## src/include/tcm_defs.vh

```
`ifndef TCM_DEFS_VH
`define TCM_DEFS_VH

// ********************************
// register byte offsets
// ********************************
`define TCM_OFF_CTRL 8'h00
`define TCM_OFF_VALUE 8'h04
`define TCM_OFF_MODCTRL 8'h08
`define TCM_OFF_STAT 8'h0C
`define TCM_OFF_MASK 8'h10

// ********************************
// channel control, mode control and status field positions
// ********************************
`define TCM_CTRL_FLAG 7
`define TCM_CTRL_IE 6
`define TCM_CTRL_MSHI 5
`define TCM_CTRL_MSLO 4
`define TCM_CTRL_ELHI 3
`define TCM_CTRL_ELLO 2
`define TCM_MOD_CENTER 0
`define TCM_STAT_EVENT 0
`define TCM_STAT_OVER 1

// ********************************
// reset values
// ********************************
`define TCM_RST_CTRL 8'h00
`define TCM_RST_VALUE 16'h0000
`define TCM_RST_STAT 2'h0
`define TCM_RST_MASK 2'h0

// ********************************
// channel modes and edge/level codes
// ********************************
`define TCM_MODE_IC 2'h0
`define TCM_MODE_OC 2'h1
`define TCM_MODE_EPWM 2'h2
`define TCM_MODE_CPWM 2'h3
`define TCM_EL_OFF 2'h0
`define TCM_EL_01 2'h1
`define TCM_EL_10 2'h2
`define TCM_EL_11 2'h3

// ********************************
// timing counts
// ********************************
`define TCM_IC_SETTLE 2'h2

`endif

```

## src/logic/tcm_channel.v

```verilog
// Local design decisions: the APB slave port and the register addresses.
`timescale 1ns/1ns
`include "tcm_defs.vh"
module tcm_channel (
	input wire clock, // bus clock, 50 MHz
	input wire resetn, // synchronous reset, active low
	input wire psel, // apb select
	input wire penable, // apb enable
	input wire pwrite, // apb direction, high for write
	input wire [7:0] paddr, // apb byte address
	input wire [31:0] pwdata, // apb write data
	output reg [31:0] prdata_r, // apb read data
	output reg pready_r, // apb ready
	output reg pslverr_r, // apb error on unmapped address
	input wire [15:0] counterValue, // shared counter value
	input wire counterTick, // counter changed this cycle
	input wire countingUp, // counter direction, high when up
	input wire [15:0] modValue, // counter modulo, 0 is free run
	input wire pinIn, // channel pin level
	output reg pinOut_r, // channel pin drive level
	output reg pinOe_r, // channel pin output enable
	output reg centerMode_r, // counter to up/down counting
	output reg chanIrq_r, // channel interrupt request
	output reg irq_r // masked status interrupt
);

// ********************************
// functions
// ********************************
function regHit;
	input [7:0] addr;
	input [7:0] off;
	begin
		regHit = (addr == off);
	end
endfunction

function [1:0] chanMode;
	input center;
	input msHi;
	input msLo;
	begin
		if (center)
			chanMode = `TCM_MODE_CPWM;
		else if (msHi)
			chanMode = `TCM_MODE_EPWM;
		else if (msLo)
			chanMode = `TCM_MODE_OC;
		else
			chanMode = `TCM_MODE_IC;
	end
endfunction

// ********************************
// registers
// ********************************
reg flag_r;
reg ie_r;
reg msHi_r;
reg msLo_r;
reg [1:0] el_r;
reg [15:0] value_r;
reg centerSel_r;
reg [1:0] stat_r;
reg [1:0] mask_r;
reg clrArmed_r;
reg [1:0] settle_r;
reg wasCap_r;

reg flag_nxt;
reg clrArmed_nxt;
reg [1:0] stat_nxt;
reg pinOut_nxt;
reg [31:0] rdData;
reg hitAny;

wire rise;
wire fall;

tcm_edge_sync uSync (
	.clock(clock),
	.resetn(resetn),
	.pinIn(pinIn),
	.rise_r(rise),
	.fall_r(fall)
);

// ********************************
// bus decode
// ********************************
wire access = psel & penable & pready_r;
wire wrDone = access & pwrite;
wire rdDone = access & ~pwrite;
wire hitCtrl = regHit(paddr, `TCM_OFF_CTRL);
wire hitValue = regHit(paddr, `TCM_OFF_VALUE);
wire hitMod = regHit(paddr, `TCM_OFF_MODCTRL);
wire hitStat = regHit(paddr, `TCM_OFF_STAT);
wire hitMask = regHit(paddr, `TCM_OFF_MASK);

// ********************************
// mode and event decode
// ********************************
wire [1:0] mode = chanMode(centerSel_r, msHi_r, msLo_r);
wire isCap = (mode == `TCM_MODE_IC);
wire isPwm = (mode == `TCM_MODE_EPWM) | (mode == `TCM_MODE_CPWM);
wire pinUsed = (el_r != `TCM_EL_OFF);
wire settled = (settle_r == 2'h0);
// high-true level at period start; X1 codes are low-true
wire activeLvl = (el_r == `TCM_EL_10);

reg edgeSeen;
always @* begin
	case (el_r)
		`TCM_EL_01: edgeSeen = rise;
		`TCM_EL_10: edgeSeen = fall;
		`TCM_EL_11: edgeSeen = rise | fall;
		default: edgeSeen = 1'b0;
	endcase
end

// the edge register lags the pin, so the first capture cycle is
// guarded as well as the two counted ones
wire capReady = settled & wasCap_r;
wire capEvent = isCap & capReady & edgeSeen;
wire match = counterTick & (counterValue == value_r);
// duty of 0% is value 0; 100% is value beyond modulo
wire dutyZero = (value_r == 16'h0000);
wire dutyFull = (modValue != 16'h0000) & (value_r > modValue);
wire dutyEdge = isPwm & (dutyZero | dutyFull);
wire cmpEvent = ~isCap & match & ~dutyEdge;
wire chanEvent = capEvent | cmpEvent;

// arm on the word the reader actually got, so an event landing after
// the read data was sampled is never cleared by a blind write
wire sawFlag = prdata_r[`TCM_CTRL_FLAG];

// ********************************
// flag clearing sequence
// ********************************
always @* begin
	flag_nxt = flag_r;
	clrArmed_nxt = clrArmed_r;
	if (chanEvent) begin
		// a fresh event restarts the sequence so it is never lost
		flag_nxt = 1'b1;
		clrArmed_nxt = 1'b0;
	end else if (wrDone & hitCtrl) begin
		// writing 1 leaves the flag alone
		if (clrArmed_r & ~pwdata[`TCM_CTRL_FLAG])
			flag_nxt = 1'b0;
		clrArmed_nxt = 1'b0;
	end else if (rdDone & hitCtrl & sawFlag) begin
		clrArmed_nxt = 1'b1;
	end
end

// ********************************
// status bits, set wins over clear
// ********************************
always @* begin
	stat_nxt = stat_r;
	if (wrDone & hitStat)
		stat_nxt = stat_r & ~pwdata[1:0];
	if (chanEvent)
		stat_nxt[`TCM_STAT_EVENT] = 1'b1;
	// overrun marks an event that arrives while the flag is still up
	if (chanEvent & flag_r)
		stat_nxt[`TCM_STAT_OVER] = 1'b1;
end

// ********************************
// pin drive level
// ********************************
always @* begin
	pinOut_nxt = pinOut_r;
	case (mode)
		`TCM_MODE_OC: begin
			if (match) begin
				case (el_r)
					`TCM_EL_01: pinOut_nxt = ~pinOut_r;
					`TCM_EL_10: pinOut_nxt = 1'b0;
					`TCM_EL_11: pinOut_nxt = 1'b1;
					default: pinOut_nxt = pinOut_r;
				endcase
			end
		end
		`TCM_MODE_EPWM: begin
			// 0% and 100% pin the level for the whole period
			if (dutyZero)
				pinOut_nxt = ~activeLvl;
			else if (dutyFull)
				pinOut_nxt = activeLvl;
			else if (match)
				pinOut_nxt = ~activeLvl;
			else if (counterTick & (counterValue == 16'h0000))
				pinOut_nxt = activeLvl;
		end
		`TCM_MODE_CPWM: begin
			if (dutyZero)
				pinOut_nxt = ~activeLvl;
			else if (dutyFull)
				pinOut_nxt = activeLvl;
			else if (match & countingUp)
				pinOut_nxt = ~activeLvl;
			else if (match)
				pinOut_nxt = activeLvl;
		end
		default: pinOut_nxt = pinOut_r;
	endcase
end

// ********************************
// read data mux
// ********************************
always @* begin
	rdData = 32'h00000000;
	hitAny = 1'b1;
	if (hitCtrl)
		rdData[7:0] = {flag_r, ie_r, msHi_r, msLo_r, el_r, 2'h0};
	else if (hitValue)
		rdData[15:0] = value_r;
	else if (hitMod)
		rdData[`TCM_MOD_CENTER] = centerSel_r;
	else if (hitStat)
		rdData[1:0] = stat_r;
	else if (hitMask)
		rdData[1:0] = mask_r;
	else
		hitAny = 1'b0;
end

// ********************************
// apb handshake, one wait state
// ********************************
always @(posedge clock) begin
	if (!resetn) begin
		pready_r <= 1'b0;
		pslverr_r <= 1'b0;
		prdata_r <= 32'h00000000;
	end else begin
		pready_r <= psel & penable & ~pready_r;
		pslverr_r <= psel & penable & ~pready_r & ~hitAny;
		// writes answer zero, so a refused write never shows stale data
		if (psel & penable & ~pready_r)
			prdata_r <= pwrite ? 32'h00000000 : rdData;
	end
end

// ********************************
// control and value registers
// ********************************
always @(posedge clock) begin
	if (!resetn) begin
		flag_r <= 1'b0;
		ie_r <= 1'b0;
		msHi_r <= 1'b0;
		msLo_r <= 1'b0;
		el_r <= `TCM_EL_OFF;
		value_r <= `TCM_RST_VALUE;
		centerSel_r <= 1'b0;
		clrArmed_r <= 1'b0;
	end else begin
		flag_r <= flag_nxt;
		clrArmed_r <= clrArmed_nxt;
		if (wrDone & hitCtrl) begin
			ie_r <= pwdata[`TCM_CTRL_IE];
			msHi_r <= pwdata[`TCM_CTRL_MSHI];
			msLo_r <= pwdata[`TCM_CTRL_MSLO];
			el_r <= pwdata[`TCM_CTRL_ELHI:`TCM_CTRL_ELLO];
		end
		if (wrDone & hitMod)
			centerSel_r <= pwdata[`TCM_MOD_CENTER];
		// capture owns the value register; bus writes ignored then
		if (capEvent)
			value_r <= counterValue;
		else if (wrDone & hitValue & ~isCap)
			value_r <= pwdata[15:0];
	end
end

// ********************************
// capture entry settling
// ********************************
// stale samples from before capture could look like an edge
always @(posedge clock) begin
	if (!resetn) begin
		settle_r <= `TCM_IC_SETTLE;
		wasCap_r <= 1'b0;
	end else begin
		wasCap_r <= isCap;
		if (isCap & ~wasCap_r)
			settle_r <= `TCM_IC_SETTLE;
		else if (!settled)
			settle_r <= settle_r - 2'h1;
	end
end

// ********************************
// interrupts and pin outputs
// ********************************
always @(posedge clock) begin
	if (!resetn) begin
		stat_r <= `TCM_RST_STAT;
		mask_r <= `TCM_RST_MASK;
		irq_r <= 1'b0;
		chanIrq_r <= 1'b0;
		pinOut_r <= 1'b0;
		pinOe_r <= 1'b0;
		centerMode_r <= 1'b0;
	end else begin
		stat_r <= stat_nxt;
		if (wrDone & hitMask)
			mask_r <= pwdata[1:0];
		// both requests lag their sources by one cycle, all registered
		irq_r <= |(stat_r & mask_r);
		chanIrq_r <= flag_r & ie_r;
		pinOut_r <= pinOut_nxt;
		// capture only reads the pin, 00 hands it back
		pinOe_r <= pinUsed & ~isCap;
		centerMode_r <= centerSel_r;
	end
end

endmodule // tcm_channel

```

## src/logic/tcm_edge_sync.v

```verilog
`timescale 1ns/1ns
module tcm_edge_sync (
	input wire clock, // bus clock
	input wire resetn, // synchronous reset, active low
	input wire pinIn, // raw channel pin level
	output reg rise_r, // one-cycle pulse on rising edge
	output reg fall_r // one-cycle pulse on falling edge
);

reg meta_r;
reg sync_r;
reg prev_r;

// first stage feeds only the second stage
always @(posedge clock) begin
	if (!resetn) begin
		meta_r <= 1'b0;
		sync_r <= 1'b0;
		prev_r <= 1'b0;
		rise_r <= 1'b0;
		fall_r <= 1'b0;
	end else begin
		meta_r <= pinIn;
		sync_r <= meta_r;
		prev_r <= sync_r;
		rise_r <= sync_r & ~prev_r;
		fall_r <= ~sync_r & prev_r;
	end
end

endmodule // tcm_edge_sync

```

## config.mk

```make
export PLATFORM = sky130hd
export DESIGN_NAME = tcm_channel
export DESIGN_NICKNAME = d
export VERILOG_FILES = /design/src/logic/tcm_channel.v /design/src/logic/tcm_edge_sync.v
export VERILOG_INCLUDE_DIRS = /design/src /design/src/include
export SDC_FILE = /design/constraint.sdc
export NUM_CORES = 1
export LEC_CHECK = 0
export ABC_CLOCK_PERIOD_IN_PS = 2900
export BUFFER_PORTS_ARGS = -buffer_cell sky130_fd_sc_hd__buf_2
export CAP_MARGIN = 0
export CORE_ASPECT_RATIO = 1.2
export CORE_UTILIZATION = 45
export CTS_CLUSTER_DIAMETER = 50
export CTS_CLUSTER_SIZE = 16
export DETAILED_ROUTE_END_ITERATION = 8
export PLACE_DENSITY = 0.71
export REMOVE_ABC_BUFFERS = 1
export SETUP_SLACK_MARGIN = 0.02
export SLEW_MARGIN = 10
export SYNTH_ARGS = -nofsm -noshare
export SYNTH_HDL_FRONTEND = slang
export SYNTH_HIERARCHICAL = 1
export SYNTH_SLANG_ARGS = --single-unit
```

## constraint.sdc

```tcl
create_clock -name clock -period 2.9 [get_ports clock]
set_input_delay 0 -clock clock [delete_from_list [all_inputs] [get_ports clock]]
set_output_delay 0 -clock clock [all_outputs]
set_load 0.05 [all_outputs]
```

==> results.rst <==
.. list-table::
   :header-rows: 1

   * - Metric
     - Value
   * - Worst setup slack before clock tree synthesis
     - 289.3 ps
   * - Final core utilization
     - 57.80%
   * - Number of buffers created by CTS
     - 9
   * - Max Cap Viol
     - 0
   * - Number of global-route vias before repair
     - 3337
   * - Total number of yosys warnings
     - 6
   * - Antenna violations before repair
     - 0
   * - Leading cell types by total area after synthesis
     - sky130_fd_sc_hd__dfxtp_1 34%, sky130_fd_sc_hd__mux2i_1 7.6%, sky130_fd_sc_hd__ha_1 6.2%, sky130_fd_sc_hd__nor2_1 5.9%, sky130_fd_sc_hd__a211oi_2 5.1%
   * - Clock Pin Slew Worst Setup and Hold Paths
     - 60 ps
   * - FF-to-FF path depth
     - 8
   * - Largest area contributor in the synthesized netlist
     - sky130_fd_sc_hd__dfxtp_1
   * - Maximum number of pins on one net before global-route repair
     - 33
   * - H-tree depth
     - 3
   * - Post-synthesis cell count
     - 382
   * - Clock Sinks
     - 59
   * - Overall die width
     - 81.77 µm
   * - Fin. max-slew vios
     - 0
   * - Register share of total power
     - 48.0%
   * - Worst slew margin relative to its limit
     - 46.79%
   * - Maximum clock frequency
     - 378.4 MHz
   * - Worst-path fanout max
     - 5
   * - Status
     - finished clean
   * - Die area
     - 7990 µm²
   * - Detailed-route wire length
     - 9.588 mm
   * - Total Power
     - 1.707 mW
   * - Number of placement rows
     - 34
   * - Global-route wire length before repair
     - 15.48 mm
   * - Switching portion of total power
     - 28.37%
   * - Post-route cell area
     - 4229 µm²
   * - Synthesis-to-finish area growth
     - 23.09%
   * - Fin Clk Skew
     - 5.929 ps
   * - Power density relative to cell area
     - 403.5 nW/µm²
   * - Number of vias after detailed routing
     - 3326
   * - Internal power component
     - 1.222 mW
   * - Count of routing violations after the opening detailed-route iteration
     - 161
   * - Critical setup path kind
     - flop to flop
   * - Final HPWL DP
     - 7.201 mm
   * - Clock root cell
     - sky130_fd_sc_hd__clkbuf_8
   * - RSZ-0062 raised after global routing
     - false
   * - Cts hold-fix bufs
     - 10
   * - Worst Max-Slew Pin Slew
     - 797.3 ps
   * - Share of layout cells above drive strength 1
     - 29.07%
   * - # DRC
     - 0
   * - Post-route antenna net violation count
     - 0
   * - Clock insertion delay at the later pin of the skew report
     - 350 ps
   * - All-Layer GR Usage
     - 25.54%
   * - Final critical delay including setup and external delays
     - 2643 ps
   * - Required time reported for the critical path endpoint
     - 3100 ps
   * - Post-route worst hold slack
     - 21.87 ps
   * - Worst-case setup margin in the final layout
     - 257.2 ps
   * - Arrival time of the worst setup path
     - 2840 ps
   * - Number of failing hold endpoints at the final stage
     - 0
   * - Proportion of register bits with asynchronous set or reset after synthesis
     - 0%
   * - Clock tree from TritonCTS
     - built
   * - Overflow after GRT
     - 0
   * - Weighted congestion at the end of routability-driven global placement
     - 0.8919
   * - Endpoint of the worst-slack reg-to-reg timing path
     - clrArmed_r
   * - Number of placed instances, taps included
     - 556
   * - R2R Path Start
     - value_r[15]
   * - Worst reg2reg setup slack
     - 260 ps
   * - Layout Cells excl Fill
     - 582
   * - Cell depth of the worst min-delay path
     - 3
   * - Synthesis-stage register bit count
     - 59
   * - Final Setup Violations
     - 0
   * - Hold Path Class
     - input pin to flop
   * - # diodes
     - 0
   * - Placement Cell Area
     - 3950 µm²
   * - Mean post-synth cell area
     - 8.994 µm²
   * - Die boundary height
     - 97.72 µm
   * - Main flop type after synthesis
     - sky130_fd_sc_hd__dfxtp_1
   * - Post-DR vias/cell
     - 5.715
   * - Total Negative Setup Slacks
     - 0 ps
   * - Resized Gates After CTS
     - 0
   * - Category of the worst setup path capture point
     - flop
   * - Post-synth design cell area
     - 3436 µm²
   * - Switching power
     - 484.2 µW
   * - Area share of the leading cell type in the synthesized netlist
     - 34.38%
   * - Share of synthesized area occupied by flip-flops and latches
     - 34.38%
   * - Number of fill cells
     - 680
   * - Count of buffers inserted at the top-level ports
     - 86
   * - Drt first pass iters
     - 7
   * - Count of buffers added by post-CTS timing repair for setup
     - 0
   * - Worst hold endpoint
     - value_r[15]
   * - Starting Density
     - 46.96%
   * - Hold_sp
     - pwdata[15]
   * - Kind of launch point of the worst setup path
     - flop
   * - Netlist cell types
     - 57
   * - Clk network pwr share
     - 39.3%
   * - Pleak
     - 1.767 nW
   * - Number of synthesized flops with an enable pin
     - 0
   * - Area of the core
     - 7317 µm²
   * - Worst supply voltage drop on vdd
     - 0.3281 mV
   * - Number of nets in the layout
     - 584
   * - Combinational Power Share
     - 12.7%
   * - Post-detailed-route wirelength per cell
     - 16.47 µm
   * - Number of buffers between clock root and the deepest sink
     - 2
   * - Top Ports
     - 119
   * - Portion of the clock cycle consumed by the worst path in the final layout
     - 91.13%
-- registers in the layout, indices dropped and copies added, names as in the netlist, 2 cells and up --
register / cells
prdata_r: 16
value_r: 16
el_r: 2
mask_r: 2
settle_r: 2
stat_r: 2
-- cell usage in the layout (no fill, tap or decap), types with 3 or more instances in the layout --
| cell type | synthesis | routed |
|---|---|---|
| sky130_fd_sc_hd__a211oi_2 | 14 | 14 |
| sky130_fd_sc_hd__a21oi_1 | 13 | 13 |
| sky130_fd_sc_hd__a222oi_1 | 6 | 6 |
| sky130_fd_sc_hd__a22oi_1 | 11 | 11 |
| sky130_fd_sc_hd__and2_2 | 3 | 3 |
| sky130_fd_sc_hd__and4_1 | 3 | 3 |
| sky130_fd_sc_hd__buf_2 | 1 | 86 |
| sky130_fd_sc_hd__buf_4 | 18 | 11 |
| sky130_fd_sc_hd__clkbuf_8 | 0 | 10 |
| sky130_fd_sc_hd__clkinvlp_4 | 0 | 3 |
| sky130_fd_sc_hd__conb_1 | 1 | 16 |
| sky130_fd_sc_hd__dfxtp_1 | 59 | 59 |
| sky130_fd_sc_hd__dlygate4sd3_1 | 0 | 10 |
| sky130_fd_sc_hd__ha_1 | 17 | 17 |
| sky130_fd_sc_hd__inv_1 | 22 | 22 |
| sky130_fd_sc_hd__mux2i_1 | 26 | 26 |
| sky130_fd_sc_hd__nand2_1 | 15 | 15 |
| sky130_fd_sc_hd__nand3_1 | 5 | 5 |
| sky130_fd_sc_hd__nand4_1 | 4 | 4 |
| sky130_fd_sc_hd__nor2_1 | 54 | 54 |
| sky130_fd_sc_hd__nor3_1 | 10 | 9 |
| sky130_fd_sc_hd__nor3_2 | 2 | 3 |
| sky130_fd_sc_hd__nor4_1 | 18 | 18 |
| sky130_fd_sc_hd__nor4b_1 | 3 | 3 |
| sky130_fd_sc_hd__o21ai_0 | 6 | 6 |
| sky130_fd_sc_hd__xnor2_1 | 8 | 8 |
| sky130_fd_sc_hd__xor2_1 | 9 | 9 |
-- synthesized netlist by cell type (4+ instances only) --
master,n
sky130_fd_sc_hd__o21ai_0,6
sky130_fd_sc_hd__a211oi_2,14
sky130_fd_sc_hd__xor2_1,9
sky130_fd_sc_hd__ha_1,17
sky130_fd_sc_hd__dfxtp_1,59
sky130_fd_sc_hd__xnor2_1,8
sky130_fd_sc_hd__nand3_1,5
sky130_fd_sc_hd__nand4_1,4
sky130_fd_sc_hd__nor3_1,10
sky130_fd_sc_hd__a22oi_1,11
sky130_fd_sc_hd__nor4_1,18
sky130_fd_sc_hd__buf_4,18
sky130_fd_sc_hd__clkbuf_1,7
sky130_fd_sc_hd__nor2_1,54
sky130_fd_sc_hd__a222oi_1,6
sky130_fd_sc_hd__inv_1,22
sky130_fd_sc_hd__mux2i_1,26
sky130_fd_sc_hd__nand2_1,15
sky130_fd_sc_hd__a21oi_1,13
-- worst max-delay path by stage --
stage	from	end	slack [ps]	depth (start not counted)
floorplan	centerSel_r	value_r[0]	-710	6
global placement	value_r[15]	clrArmed_r	380	8
detailed placement	value_r[15]	clrArmed_r	290	8
CTS	value_r[15]	clrArmed_r	280	8
global route	value_r[15]	clrArmed_r	70	8
finish	value_r[15]	clrArmed_r	260	8
-- final cells by class --
type / count / area (µm²) / share of cell area [%]
sequential: 59 / 1181 / 27.93
tap: 90 / 112.6 / 2.663
multi-input combinational: 287 / 2041 / 48.25
timing repair buffer: 108 / 633.1 / 14.97
clock buffer: 10 / 137.6 / 3.254
clock inverter: 6 / 41.29 / 0.9763
inverter: 22 / 82.58 / 1.953
-- metal layers --
metal	global-route usage (%)	wire length, µm	vias up
met1	28.92	3873	1582
met4	12.69	286	0
met2	43.74	4846	136
met3	5.728	581	26
li1	-	-	1582
met5	0	0	-
-- critical path, cell delays in order (launching register included) --
cell and delay, ps:
sky130_fd_sc_hd__dfxtp_1 430, sky130_fd_sc_hd__ha_1 290, sky130_fd_sc_hd__nand4_1 170, sky130_fd_sc_hd__nor2_1 70, sky130_fd_sc_hd__or4_1 540, sky130_fd_sc_hd__o31a_1 360, sky130_fd_sc_hd__nor4_1 370, sky130_fd_sc_hd__or3_1 200
sky130_fd_sc_hd__nor4_1 50
-- power by group through the flow --
stage                     sequential, mW  combinational (mW)  clock (mW)
after global routing               0.819               0.237       0.720
after floorplan                    0.841               0.112           0
after CTS                          0.819               0.216       0.678
after detailed placement           0.837               0.205           0
after global placement             0.837               0.200           0
final                              0.819               0.217       0.670
-- logic make-up after synthesis --
logic type	synth area share, %
XOR/XNOR	4.334
AND/OR/NAND/NOR	22.36
adder cells (fa/ha/maj)	6.191
flip-flops	34.38
other	0.1091
AO/OA/AOI/OAI	17.04
multiplexers	7.575
buffers and inverters	8.012
(Power assumes the default switching activity.)
